==> config.mk <==
export PLATFORM = sky130hd
export DESIGN_NAME = adcm_ctrl
export DESIGN_NICKNAME = d
export VERILOG_FILES = /design/src/adcm_pkg.sv /design/src/adcm_sar.sv /design/src/adcm_ctrl.sv
export VERILOG_INCLUDE_DIRS = /design/src
export SDC_FILE = /design/constraint.sdc
export NUM_CORES = 1
export LEC_CHECK = 0
export BUFFER_PORTS_ARGS = -buffer_cell sky130_fd_sc_hd__buf_4
export CELL_PAD_IN_SITES_DETAIL_PLACEMENT = 0
export CELL_PAD_IN_SITES_GLOBAL_PLACEMENT = 1
export CORE_UTILIZATION = 39
export CTS_CLUSTER_SIZE = 28
export DETAILED_ROUTE_END_ITERATION = 7
export PLACE_DENSITY = 0.77
export SYNTH_ARGS = -nofsm -noshare
export SYNTH_HDL_FRONTEND = slang
export SYNTH_SLANG_ARGS = --single-unit
==> constraint.sdc <==
create_clock -name core_clk_in -period 2.9 [get_ports core_clk_in]
set_input_delay 0.145 -clock core_clk_in [delete_from_list [all_inputs] [get_ports core_clk_in]]
set_output_delay 0.145 -clock core_clk_in [all_outputs]
set_load 0.02 [all_outputs]
==> src/adcm_defs.svh <==
`ifndef ADCM_DEFS_SVH
`define ADCM_DEFS_SVH
`define ADCM_MODE_ADDR 16'hff28
`define ADCM_MODE_RST 8'h00
`define ADCM_RUN_BIT 7
`define ADCM_ZERO_BIT 6
`define ADCM_TS_HI 5
`define ADCM_TS_LO 3
`define ADCM_LV_HI 2
`define ADCM_LV_LO 1
`define ADCM_CMP_BIT 0
`define ADCM_LV_NORMAL 2'h0
`define ADCM_LV_HS1 2'h2
`define ADCM_LV_HS2 2'h3
`define ADCM_TS_HS1_A 3'h4
`define ADCM_TS_HS1_B 3'h6
`define ADCM_TS_HS2_A 3'h5
`define ADCM_TS_HS2_B 3'h7
`define ADCM_RES_W 10
`define ADCM_RES_PAD 6'h00
`define ADCM_SAR_TOP 10'h200
`define ADCM_SAR_LSB 10'h001
`define ADCM_SAMPLE_LAST 5'h0b
`define ADCM_TOTAL_LAST 5'h15
`define ADCM_HALF_STEP 5'h02
`define ADCM_DIV0 5'h18
`define ADCM_DIV1 5'h10
`define ADCM_DIV2 5'h0c
`define ADCM_DIV3 5'h08
`define ADCM_DIV4 5'h06
`define ADCM_DIV5 5'h04
`define ADCM_DIV6 5'h03
`define ADCM_DIV7 5'h02
`endif

==> src/adcm_pkg.sv <==
`include "adcm_defs.svh"
package adcm_pkg;
    typedef logic [`ADCM_RES_W-1:0] adcm_res_t;
    typedef enum logic [2:0] {
        ST_IDLE = 3'b001,
        ST_SAMPLE = 3'b010,
        ST_DECIDE = 3'b100
    } adcm_state_e;
    typedef struct packed {
        logic [7:0] mode;
        adcm_state_e state;
        logic [4:0] acc;
        logic [4:0] cnt;
        logic wait_done;
        adcm_res_t result;
        logic load;
        logic irq;
    } adcm_ctrl_s;
    typedef struct packed {
        adcm_res_t value;
        adcm_res_t ptr;
        logic done;
    } adcm_sar_s;
endpackage

==> src/adcm_sar.sv <==
`timescale 1ns/100ps
`include "adcm_defs.svh"
module adcm_sar (
    input wire logic core_clk_in,
    input wire logic resetn_in,
    input wire logic clear_in,
    input wire logic step_in,
    input wire logic cmp_in,
    output adcm_pkg::adcm_res_t trial_out,
    output logic done_out
);
    import adcm_pkg::*;
    adcm_sar_s q_ff;
    adcm_sar_s nxt_q;
    adcm_res_t kept;

    always_comb
    begin
        nxt_q = q_ff;
        nxt_q.done = 1'b0;
        // Comparator high keeps the trial bit
        kept = cmp_in ? q_ff.value : (q_ff.value & ~q_ff.ptr);
        if (clear_in)
        begin
            nxt_q.value = `ADCM_SAR_TOP;
            nxt_q.ptr = `ADCM_SAR_TOP;
        end
        else if (step_in && (q_ff.ptr != '0))
        begin
            nxt_q.ptr = q_ff.ptr >> 1;
            nxt_q.value = kept | (q_ff.ptr >> 1);
            nxt_q.done = (q_ff.ptr == `ADCM_SAR_LSB);
        end
    end

    always_ff @(posedge core_clk_in)
    begin
        if (!resetn_in)
            q_ff <= '0;
        else
            q_ff <= nxt_q;
    end

    assign trial_out = q_ff.value;
    assign done_out = q_ff.done;

    sar_done_a: assert property (@(posedge core_clk_in) disable iff (!resetn_in)
        done_out |-> (q_ff.ptr == '0))
        else $error("Result marked done before the last bit");
endmodule

==> src/adcm_ctrl.sv <==
`timescale 1ns/100ps
`include "adcm_defs.svh"
module adcm_ctrl (
    input wire logic core_clk_in,
    input wire logic resetn_in,
    input wire logic [15:0] mem_addr_in,
    input wire logic mem_wr_in,
    input wire logic mem_bit_wr_in,
    input wire logic [2:0] mem_bit_sel_in,
    input wire logic [7:0] mem_wdata_in,
    output logic mem_wait_out,
    output logic [7:0] mode_rdata_out,
    input wire logic cmp_result_in,
    output logic comparator_power_out,
    output logic conversion_active_out,
    output logic sample_hold_out,
    output logic conv_clk_out,
    output adcm_pkg::adcm_res_t trial_out,
    output logic [15:0] conversion_result_word_out,
    output logic result_load_out,
    output logic conversion_end_irq_out
);
    import adcm_pkg::*;
    adcm_ctrl_s q_ff;
    adcm_ctrl_s nxt_q;
    logic wr_req;
    logic take;
    logic [7:0] wr_val;
    logic [2:0] ts;
    logic [1:0] lv;
    logic legal;
    logic go;
    logic [4:0] div_half;
    logic [4:0] sum;
    logic tick;
    logic sar_clear;
    logic sar_step;
    logic sar_done;

    assign wr_req = (mem_addr_in == `ADCM_MODE_ADDR) && (mem_wr_in || mem_bit_wr_in);
    // First cycle of a write to the mode address always stalls the bus
    assign take = wr_req && q_ff.wait_done;
    assign mem_wait_out = wr_req && !q_ff.wait_done;

    always_comb
    begin
        wr_val = q_ff.mode;
        if (mem_wr_in)
            wr_val = mem_wdata_in;
        else
            wr_val[mem_bit_sel_in] = mem_wdata_in[0];
        wr_val[`ADCM_ZERO_BIT] = 1'b0;
    end

    // Fields used live; changing them mid-run is software's fault
    assign ts = q_ff.mode[`ADCM_TS_HI:`ADCM_TS_LO];
    assign lv = q_ff.mode[`ADCM_LV_HI:`ADCM_LV_LO];

    // Prohibited combinations hold the converter idle
    assign legal = (lv == `ADCM_LV_NORMAL)
        || ((lv == `ADCM_LV_HS1) && ((ts == `ADCM_TS_HS1_A) || (ts == `ADCM_TS_HS1_B)))
        || ((lv == `ADCM_LV_HS2) && ((ts == `ADCM_TS_HS2_A) || (ts == `ADCM_TS_HS2_B)));

    assign go = q_ff.mode[`ADCM_RUN_BIT] && q_ff.mode[`ADCM_CMP_BIT] && legal;

    // Divider kept in half clocks so that 1.5 needs no second clock
    always_comb
    begin
        unique case (ts)
            3'h0: div_half = `ADCM_DIV0;
            3'h1: div_half = `ADCM_DIV1;
            3'h2: div_half = `ADCM_DIV2;
            3'h3: div_half = `ADCM_DIV3;
            3'h4: div_half = `ADCM_DIV4;
            3'h5: div_half = `ADCM_DIV5;
            3'h6: div_half = `ADCM_DIV6;
            3'h7: div_half = `ADCM_DIV7;
        endcase
    end

    assign sum = q_ff.acc + `ADCM_HALF_STEP;
    assign tick = (q_ff.state != ST_IDLE) && go && (sum >= div_half);
    assign sar_clear = tick && (q_ff.state == ST_SAMPLE) && (q_ff.cnt == `ADCM_SAMPLE_LAST);
    assign sar_step = tick && (q_ff.state == ST_DECIDE);

    adcm_sar u_sar (
        .core_clk_in(core_clk_in),
        .resetn_in(resetn_in),
        .clear_in(sar_clear),
        .step_in(sar_step),
        .cmp_in(cmp_result_in),
        .trial_out(trial_out),
        .done_out(sar_done)
    );

    always_comb
    begin
        nxt_q = q_ff;
        nxt_q.load = 1'b0;
        nxt_q.irq = 1'b0;
        nxt_q.wait_done = wr_req && !q_ff.wait_done;
        if (take)
            nxt_q.mode = wr_val;
        // Done arrives one cycle after the LSB step; a drop of go kills it
        if (sar_done && go)
        begin
            nxt_q.result = trial_out;
            nxt_q.load = 1'b1;
            nxt_q.irq = 1'b1;
        end
        unique case (q_ff.state)
            ST_IDLE:
            begin
                nxt_q.acc = '0;
                nxt_q.cnt = '0;
                if (go)
                    nxt_q.state = ST_SAMPLE;
            end
            ST_SAMPLE, ST_DECIDE:
            begin
                if (!go)
                begin
                    nxt_q.state = ST_IDLE;
                    nxt_q.acc = '0;
                    nxt_q.cnt = '0;
                end
                else if (tick)
                begin
                    nxt_q.acc = sum - div_half;
                    nxt_q.cnt = q_ff.cnt + 5'h01;
                    if (sar_clear)
                        nxt_q.state = ST_DECIDE;
                    if ((q_ff.state == ST_DECIDE) && (q_ff.cnt == `ADCM_TOTAL_LAST))
                    begin
                        // Repeat: next conversion starts sampling at once
                        nxt_q.state = ST_SAMPLE;
                        nxt_q.cnt = '0;
                    end
                end
                else
                    nxt_q.acc = sum;
            end
            default:
            begin
                nxt_q.state = ST_IDLE;
            end
        endcase
    end

    always_ff @(posedge core_clk_in)
    begin
        if (!resetn_in)
        begin
            q_ff <= '0;
            q_ff.mode <= `ADCM_MODE_RST;
            q_ff.state <= ST_IDLE;
        end
        else
            q_ff <= nxt_q;
    end

    assign mode_rdata_out = q_ff.mode;
    assign comparator_power_out = q_ff.mode[`ADCM_CMP_BIT];
    assign conversion_active_out = (q_ff.state != ST_IDLE);
    assign sample_hold_out = (q_ff.state == ST_SAMPLE);
    assign conv_clk_out = tick;
    assign conversion_result_word_out = {`ADCM_RES_PAD, q_ff.result};
    assign result_load_out = q_ff.load;
    assign conversion_end_irq_out = q_ff.irq;

    wr_wait_a: assert property (@(posedge core_clk_in) disable iff (!resetn_in)
        (wr_req && !q_ff.wait_done) |-> mem_wait_out ##1 (!wr_req || !mem_wait_out))
        else $error("Mode write wait cycle wrong");

    reset_clear_a: assert property (@(posedge core_clk_in)
        !resetn_in |=> (mode_rdata_out == `ADCM_MODE_RST))
        else $error("Mode register not cleared by reset");

    zero_bit_a: assert property (@(posedge core_clk_in) disable iff (!resetn_in)
        !mode_rdata_out[`ADCM_ZERO_BIT])
        else $error("Bit six reads as one");

    cmp_power_a: assert property (@(posedge core_clk_in) disable iff (!resetn_in)
        (take && mem_wr_in) |=> (comparator_power_out == $past(mem_wdata_in[`ADCM_CMP_BIT])))
        else $error("Comparator power does not follow write");

    run_stop_a: assert property (@(posedge core_clk_in) disable iff (!resetn_in)
        (!q_ff.mode[`ADCM_RUN_BIT] || !q_ff.mode[`ADCM_CMP_BIT]) |=> !conversion_active_out)
        else $error("Converter active while stopped");

    illegal_idle_a: assert property (@(posedge core_clk_in) disable iff (!resetn_in)
        !legal |=> (!conversion_active_out && !conv_clk_out))
        else $error("Prohibited mode converts");

    abort_a: assert property (@(posedge core_clk_in) disable iff (!resetn_in)
        !go |=> (!conversion_end_irq_out && !result_load_out))
        else $error("Aborted conversion raised an end event");

    irq_load_a: assert property (@(posedge core_clk_in) disable iff (!resetn_in)
        conversion_end_irq_out |-> (result_load_out
            && (conversion_result_word_out[`ADCM_RES_W-1:0] == $past(trial_out))))
        else $error("End interrupt without result load");

    irq_gap_a: assert property (@(posedge core_clk_in) disable iff (!resetn_in)
        conversion_end_irq_out |=> !conversion_end_irq_out [*8])
        else $error("Conversions closer than allowed");
endmodule

==> reports/summary.txt, run 1 <==
Die H -> 91.8 um
Cell Int Power -> 1.29 mW
Post-DP HPWL -> 5170 um
Max stage delay on crit path -> 0.44 ns
RSZ-0062 raised after global routing -> no
Critical Path RT -> 3.10 ns
Net switching power -> 0.391 mW
Hold Path Class -> input port to flop
Wire length per cell -> 13.4 um
Clock Sinks -> 58
RR Startpoint -> q_ff[19]
Clock power share -> 45.5%
Hold Startpoint -> mem_wdata_in[0]
Root Driver -> clkbuf_8
Overall routing resource usage -> 18.0%
H-tree levels -> 3
Worst slew pin tran -> 0.572 ns
Logic pwr share -> 6.9%
Sw Ratio -> 23.3%
Outcome -> complete, no violations
Post-synthesis cell count -> 390
Slowest-stage cell, CP -> nand2b_1
Slew Limit Fails -> 0
Ranking of synthesized cells by area -> dfxtp_1, buf_4, a21oi_1, nand2_1, nor2_1
Max Cap Viol -> 0
Inserted Diodes -> 0
CP Max Fanout -> 14
Setup TNS Final -> 0 ns
R2r endpoint -> u_sar.trial_out[3]
Reg2reg setup slack -> 0.24 ns
Routed vias/inst -> 5.17
GRT overflow -> 0
# fillers -> 783
Io pins -> 73
CP startpoint kind -> flop
DRC Markers -> 0
CTS tree -> yes
WP data arrival -> 2.86 ns
Inserted Clock Buffers -> 9
Pwr/cell area -> 454 nW/um^2
Vias in the first global route -> 2,584
Initial antenna violation count -> 0
Min Tclk post-route -> 2.66 ns
Layout cells sized above 1 -> 22.6%
Register area share after synthesis -> 36.9%
Area of the multi-input gates -> 1610 um^2
Relative slew slack -> 61.4%
Drt pass-1 iters -> 4
Tcrit/Tclk final -> 91.8%
Layout Nets -> 466
Core Region -> 7770 um^2
Worst path bufs/invs -> 1
Final Setup Violations -> 0
Crit end category -> flop
Die area -> 8430 um^2
Hold Fails Final Rpt -> 0
FF+latch count, synth -> 58
Synth Warn # -> 0
Pleak -> 1.49 nW
Starting Density -> 40.5%
CTS clk-pin slew, worst paths -> 0.07 ns
Library cells used by synthesis -> 52
Fmax achieved -> 376 MHz
CP Cell Sequence -> ha_1, xor2_1, ha_1, nand2_1, o21ai_0, buf_4, o2111a_1, nand2b_1, o21ai_0
Initial DRC Count -> 110
Yosys top cell by area -> dfxtp_1
EDFF count, synth -> 0
CTS Buffer Depth -> 2
PortBufs -> 64
Crit. Startpoint -> q_ff[19]
Critical path class -> flop to flop
Die width -> 91.8 um
Ys flop type -> dfxtp_1
Synthesized area per cell -> 8.07 um^2
Most common library cell in the layout ignoring fill and taps -> buf_4
Reg power frac -> 47.6%
Final Util -> 47.7%
Area Overhead vs Synth -> 17.7%
Clock skew -> 0.00977 ns
Worst-skew pair later-pin latency -> 0.33 ns
CP Depth -> 9
Pin count of the biggest net entering global routing -> 29
Via Count -> 2,749
Mapped Area -> 3150 um^2
Global-route wire length before repair -> 12,200 um
Reg2reg path depth -> 9
Site Rows -> 32
Worst vdd rail ir drop -> 194 uV
CP Capture Point -> u_sar.trial_out[3]
Register area -> 1160 um^2
Ys async rst share -> 0%
Antenna viol nets, final -> 0
Routed WL -> 7110 um
Placer's final routability congestion estimate -> 0.782
Most frequent cells in the layout -> buf_4, dfxtp_1, nand2_1
CP top delay family -> compound AO/OA/AOI/OAI gates
Yosys top cell area share -> 36.9%
logic make-up (layout without fill, tap and decap cells):
kind of cell,after synthesis,after routing,synth area share (%)
and+or+nand+nor,148,148,23.9
AOI/OAI and AO/OA,86,86,17.3
buffers and inverters,73,107,12.9
DFF,58,58,36.9
muxes,10,10,3.58
adders and majority gates,9,9,3.82
xor gates and xnor gates,5,5,1.39
other,1,7,0.119
per-stage QoR:
stage               cell area, um^2  cells  hold slack (ns)  power, mW  setup slack (ns)
floorplan                      3170    396            0.292      0.887             0.510
global placement               3490    516            0.422      0.931             0.231
detailed placement             3490    516            0.428      0.932             0.156
CTS                            3690    532           0.0808       1.70             0.146
global route                   3700    532            0.135       1.75           0.00390
finish                         3700    532           0.0895       1.68             0.239
state kept, by name, indices dropped and copies added (netlist names):
| register | count |
|---|---|
| result_load_out | 1 |
| mode_rdata_out | 7 |
| u_sar.q_ff | 10 |
| u_sar.done_out | 1 |
| u_sar.trial_out | 10 |
| q_ff | 14 |
| conversion_result_word_out | 10 |
| div_half | 5 |
synthesized netlist by cell type (2+ instances only):
cell	count
a21oi_1	39
and2_1	4
and4b_1	2
buf_4	35
clkbuf_1	14
dfxtp_1	58
ha_1	8
inv_1	23
mux2i_1	9
nand2_1	44
nand2b_1	6
nand3_1	20
nand3b_1	6
nand4_1	3
nand4bb_1	2
nor2_1	31
nor2b_1	3
nor3_1	7
nor3_2	2
nor3b_1	4
nor4_1	2
nor4b_1	2
o211a_1	2
o21ai_0	15
o221a_2	4
o22ai_1	3
o311ai_0	6
o31ai_1	5
or2_2	2
or3_1	4
xnor2_1	3
xor2_1	2
power by group through the flow:
stage                     clock (mW)  sequential, mW  combinational, mW
after floorplan                    0           0.817             0.0695
after global placement             0           0.818              0.113
after detailed placement           0           0.818              0.115
after CTS                      0.781           0.800              0.115
after global routing           0.820           0.800              0.126
final                          0.765           0.800              0.115
worst reg2reg max path: stages (launching register included):
cell      delay, ns
dfxtp_1        0.36
ha_1           0.26
xor2_1         0.16
ha_1           0.33
nand2_1        0.09
o21ai_0        0.30
buf_4          0.18
o2111a_1       0.25
nand2b_1       0.44
o21ai_0        0.17
cell type report:
class | count | share of cell area [%]
inverter | 23 | 2.33
sequential | 58 | 31.4
clock inverter | 4 | 1.35
timing repair buffer | 68 | 13.8
tap | 102 | 3.45
clock buffer | 12 | 4.19
multi-input combinational | 265 | 43.5
per-layer routing:
| metal | part of all wire (%) | vias up | global-route usage, % |
|---|---|---|---|
| met1 | 51 | 1298 | 24.7 |
| met3 | 2.4 | 10 | 2.57 |
| met4 | 1.4 | 0 | 7.42 |
| li1 | - | 1400 | - |
| met2 | 45 | 41 | 28.2 |
| met5 | 0 | - | 0 |
how the worst min path moves through the flow:
stage                                   end  slack (ns)  cells past startpoint
after floorplan           mode_rdata_out[0]        0.29                      2
after global placement    mode_rdata_out[0]        0.42                      3
after detailed placement  mode_rdata_out[0]        0.43                      3
after CTS                 mode_rdata_out[0]        0.08                      3
after global routing      mode_rdata_out[0]        0.13                      3
final                     mode_rdata_out[0]        0.09                      3
timing repair:
item                                    CTS  global route
gates resized for setup                   0             2
endpoints found under the setup margin    0            16
hold buffers                              0             0
setup buffers                             0             0
Power figures use the tool's default switching activity.
==> run 2: changes to the inputs <==
==> config.mk (replaced) <==
export PLATFORM = sky130hd
export DESIGN_NAME = adcm_ctrl
export DESIGN_NICKNAME = d
export VERILOG_FILES = /design/src/adcm_pkg.sv /design/src/adcm_sar.sv /design/src/adcm_ctrl.sv
export VERILOG_INCLUDE_DIRS = /design/src
export SDC_FILE = /design/constraint.sdc
export NUM_CORES = 1
export LEC_CHECK = 0
export BUFFER_PORTS_ARGS = -buffer_cell sky130_fd_sc_hd__buf_2
export CORE_UTILIZATION = 45
export CTS_CLUSTER_SIZE = 28
export DETAILED_ROUTE_END_ITERATION = 7
export PLACE_DENSITY = 0.67
export SYNTH_ARGS = -nofsm -noshare
export SYNTH_HDL_FRONTEND = slang
export SYNTH_SLANG_ARGS = --single-unit
==> run 2 against run 1 <==
Highest routed layer unchanged. Total power fell by 6.9%. Sequential share of layout area increased by 2.0 points. Flip-flop and latch count unchanged. Combinational power is 12% lower. Via count is 1.9% lower. Sequential power hardly changed. Die area shrank 13%. Global-route usage increased by 0.89 points. Critical endpoint unchanged. Cell count down 4.1%. Non-clock buffer count did not move. First-iteration DRC count increased by 5.5%.
==> reports/summary.txt, run 2 (synthesis gave the netlist of run 1 again) <==
Outcome -> complete, no violations
CTS clk-pin slew, worst paths -> 0.07 ns
Initial DRC Count -> 116
Worst vdd rail ir drop -> 174 uV
CP Max Fanout -> 14
Routed vias/inst -> 5.29
Critical Path RT -> 3.10 ns
Finished Cell Area -> 3480 um^2
Clock power share -> 42.4%
CP startpoint kind -> flop
Pleak -> 1.46 nW
Top reg by flops -> q_ff
CTS Buffer Depth -> 2
Clock skew -> 0.0100 ns
Pwr/cell area -> 450 nW/um^2
Most common library cell in the layout ignoring fill and taps -> buf_2
CTS tree -> yes
Hold Path Class -> input port to flop
Core Region -> 6760 um^2
Inserted Clock Buffers -> 9
Area post-placement -> 3300 um^2
Worst-skew pair later-pin latency -> 0.33 ns
# fillers -> 675
Net switching power -> 0.398 mW
WP data arrival -> 2.79 ns
Placed Instances -> 494
Hold Fails Final Rpt -> 0
PortBufs -> 64
Io pins -> 73
Placer's final routability congestion estimate -> 0.845
Pin count of the biggest net entering global routing -> 21
Setup TNS Final -> 0 ns
Logic pwr share -> 6.5%
Hold WS -> 0.125 ns
Final Util -> 51.5%
DRC Markers -> 0
Inserted Diodes -> 0
Crit end category -> flop
H-tree levels -> 3
Layout cells sized above 1 -> 22.3%
Root Driver -> clkbuf_8
Global-route wire length before repair -> 11,200 um
Number of flip-flops in the largest register -> 14
Critical path class -> flop to flop
Max Cap Viol -> 0
Starting Density -> 46.6%
Vias in the first global route -> 2,544
Area Overhead vs Synth -> 10.5%
Cell Int Power -> 1.17 mW
Antenna viol nets, final -> 0
Overall routing resource usage -> 18.9%
Drt pass-1 iters -> 5
Sw Ratio -> 25.4%
Die area -> 7330 um^2
Hold_buf cts -> 0
Gates resized, CTS repair -> 0
Die H -> 85.6 um
Post-CTS Setup Inserts -> 0
Routed WL -> 6520 um
Die width -> 85.6 um
Layout Nets -> 466
Relative slew slack -> 59.8%
Fin cells -> 510
RSZ-0062 raised after global routing -> no
Fmax achieved -> 386 MHz
Most frequent cells in the layout -> buf_2, dfxtp_1, nand2_1
Via Count -> 2,696
Worst slew pin tran -> 0.595 ns
Clock Sinks -> 58
Post-DP HPWL -> 4830 um
GRT overflow -> 0
Min Tclk post-route -> 2.59 ns
Initial antenna violation count -> 0
Tcrit/Tclk final -> 89.4%
Final Setup Violations -> 0
Slew Limit Fails -> 0
Wire length per cell -> 12.8 um
Site Rows -> 30
Reg power frac -> 51.1%
-- run 2: power by group through the flow --
stage,sequential [mW],combinational [mW],clock (mW)
after floorplan,0.817,0.0695,0
after global placement,0.818,0.0986,0
after detailed placement,0.818,0.100,0
after CTS,0.799,0.100,0.681
after global routing,0.799,0.113,0.713
final,0.800,0.101,0.663
-- run 2: critical path, stage by stage (launching register included) --
cell	delay, ns
dfxtp_1	0.36
ha_1	0.25
xor2_1	0.16
ha_1	0.33
nand2_1	0.08
o21ai_0	0.25
buf_4	0.17
o2111a_1	0.26
nand2b_1	0.44
o21ai_0	0.16
-- run 2: cell type report --
| class | count | area (um^2) | area share [%] |
|---|---|---|---|
| clock buffer | 10 | 138 | 3.96 |
| clock inverter | 6 | 41.3 | 1.19 |
| inverter | 23 | 86.3 | 2.48 |
| multi-input combinational | 265 | 1600 | 46.0 |
| sequential | 58 | 1160 | 33.4 |
| tap | 80 | 100 | 2.88 |
| timing repair buffer | 68 | 350 | 10.1 |
-- run 2: path summary, 6_finish.rpt --
check	startpoint	end	slack, ns	cells past startpoint
hold / removal	mem_wdata_in[0]	mode_rdata_out[0]	0.13	3
setup reg to reg	q_ff[19]	u_sar.trial_out[3]	0.31	9
setup / recovery	q_ff[19]	u_sar.trial_out[3]	0.31	9
hold reg to reg	conversion_result_word_out[8]	conversion_result_word_out[8]	0.45	2
-- run 2: per-stage QoR --
step / setup slack [ns] / power, mW
after floorplan: 0.510 / 0.887
after global placement: 0.365 / 0.916
after detailed placement: 0.339 / 0.918
after CTS: 0.309 / 1.58
after global routing: 0.0524 / 1.63
final: 0.306 / 1.56
-- run 2: per-layer routing --
metal  part of all wire [%]  wire (um)  global-route usage (%)
met4                    1.7        112                    8.33
met2                     46       3010                    31.2
met3                    3.4        221                    3.08
met5                      0          0                       0
met1                     49       3170                    24.3
==> run 3: changes to the inputs <==
==> constraint.sdc (replaced) <==
create_clock -name core_clk_in -period 2.9 [get_ports core_clk_in]
set_input_delay 0.29 -clock core_clk_in [delete_from_list [all_inputs] [get_ports core_clk_in]]
set_output_delay 0.29 -clock core_clk_in [all_outputs]
set_load 0.02 [all_outputs]
==> run 3 against run 2 <==
Total power increased by 4.3%. Clock power increased by 10%. Clock skew decreased by 0.0016 ns. Die area unchanged. Register-to-register slack got worse by 0.02 ns. Critical path type is now flop to primary output. Critical endpoint is now conv_clk_out.
==> reports/summary.txt, run 3 (synthesis gave the netlist of run 1 again) <==
Layout cells sized above 1 -> 22.1%
Pleak -> 1.46 nW
Global-route wire length before repair -> 11,400 um
Die H -> 85.6 um
Worst-skew pair later-pin latency -> 0.32 ns
CTS Buffer Depth -> 2
Final Setup Violations -> 0
Antenna viol nets, final -> 0
Pwr Total -> 1.63 mW
Fmax achieved -> 368 MHz
Max stage delay on crit path -> 0.36 ns
Initial antenna violation count -> 0
CP Cell Sequence -> ha_1, xor2_1, ha_1, nand2_1, o21ai_0, buf_4, o211a_2, buf_2
GRT overflow -> 0
CP most frequent cell -> ha_1
Routed WL -> 6650 um
CTS tree -> yes
Clock skew -> 0.00848 ns
Number of flip-flops in the largest register -> 14
Most frequent cells in the layout -> buf_2, dfxtp_1, nand2_1
Relative slew slack -> 60.2%
Worst slew pin tran -> 0.589 ns
RSZ-0062 raised after global routing -> no
Slew Limit Fails -> 0
Worst vdd rail ir drop -> 188 uV
Post-CTS Setup Inserts -> 0
CP Max Fanout -> 10
Die area -> 7330 um^2
CP top delay family -> adder cells
Layout Nets -> 465
Routed vias/inst -> 5.27
Starting Density -> 46.6%
Root Driver -> clkbuf_8
Inserted Clock Buffers -> 9
Worst path bufs/invs -> 2
Pwr/cell area -> 468 nW/um^2
Tcrit/Tclk final -> 93.7%
Clock Sinks -> 58
DRC Markers -> 0
Site Rows -> 30
H-tree levels -> 3
Crit end category -> primary output
Io pins -> 73
Hold Path Class -> input port to flop
Hold Fails Final Rpt -> 0
Core Region -> 6760 um^2
Pin count of the biggest net entering global routing -> 24
CP startpoint kind -> flop
PortBufs -> 64
Placer's final routability congestion estimate -> 0.813
Gates resized, CTS repair -> 0
Initial DRC Count -> 239
Critical Path RT -> 2.61 ns
Critical path class -> flop to primary output
Vias in the first global route -> 2,479
Post-DP HPWL -> 4930 um
Drt pass-1 iters -> 4
Via Count -> 2,684
Most common library cell in the layout ignoring fill and taps -> buf_2
Max Cap Viol -> 0
Area Overhead vs Synth -> 10.8%
Overall routing resource usage -> 19.4%
WP data arrival -> 2.43 ns
CTS clk-pin slew, worst paths -> 0.07 ns
Hold_buf cts -> 0
Die width -> 85.6 um
Inserted Diodes -> 0
Top reg by flops -> q_ff
Setup TNS Final -> 0 ns
Outcome -> complete, no violations
Slowest-stage cell, CP -> dfxtp_1
Min Tclk post-route -> 2.72 ns
Wire length per cell -> 13.1 um
run 3: cell types whose count changed in the layout (fill, tap and decap cells not counted), sizes merged:
| cell | before | now |
|---|---|---|
| clkinvlp | 3 | 0 |
| clkinv | 2 | 4 |
| buf | 68 | 67 |
| bufinv | 0 | 1 |
| clkbuf | 10 | 11 |
| inv | 24 | 23 |
run 3: path summary, 6_finish.rpt:
kind                                         to  cells past startpoint                          start  slack [ns]
hold / removal                mode_rdata_out[0]                      3                mem_wdata_in[0]        0.27
hold reg to reg   conversion_result_word_out[1]                      2  conversion_result_word_out[1]        0.46
setup reg to reg                       q_ff[16]                     10                       q_ff[19]        0.29
setup / recovery                   conv_clk_out                      8                       q_ff[19]        0.18
run 3: layout make-up:
| class | instances | area (um^2) |
|---|---|---|
| clock inverters | 5 | 53.8 |
| inverters | 23 | 86.3 |
| fillers | 656 | 3270 |
| multi-input cells | 265 | 1600 |
| flip-flops and latches | 58 | 1160 |
| repair buffers | 67 | 343 |
| clock buffers | 11 | 141 |
| well taps | 80 | 100 |
run 3: through the flow:
stage / worst slack (ns) / utilization (%) / instances / cell area [um^2] / hold slack [ns]
global route: 0.0297 / 51.6 / 509 / 3490 / 0.308
finish: 0.183 / 51.6 / 509 / 3490 / 0.269
detailed placement: 0.277 / 48.7 / 493 / 3290 / 0.451
global placement: 0.364 / 48.7 / 493 / 3290 / 0.439
floorplan: 0.510 / - / 396 / 3170 / 0.432
CTS: 0.120 / 51.6 / 509 / 3490 / 0.254
run 3: worst min-delay path, delay by kind of cell:
family	cells	cell delay, ns
buf+inv	1	0.11
mux	1	0.07
simple gates	1	0.08
run 3: per-layer routing:
layer	global-route usage (%)	routed length, um
met1	26.8	3190
met2	29.9	3190
met3	3.46	242
met4	7.73	34
met5	0	0
run 3: report_power, final:
| group | leakage (nW) | internal (mW) | total, mW | switching [mW] |
|---|---|---|---|---|
| logic | 0.886 | 0.0366 | 0.102 | 0.0651 |
| registers | 0.467 | 0.798 | 0.800 | 0.00164 |
| clock network | 0.103 | 0.417 | 0.729 | 0.312 |
| total | 1.46 | 1.25 | 1.63 | 0.379 |
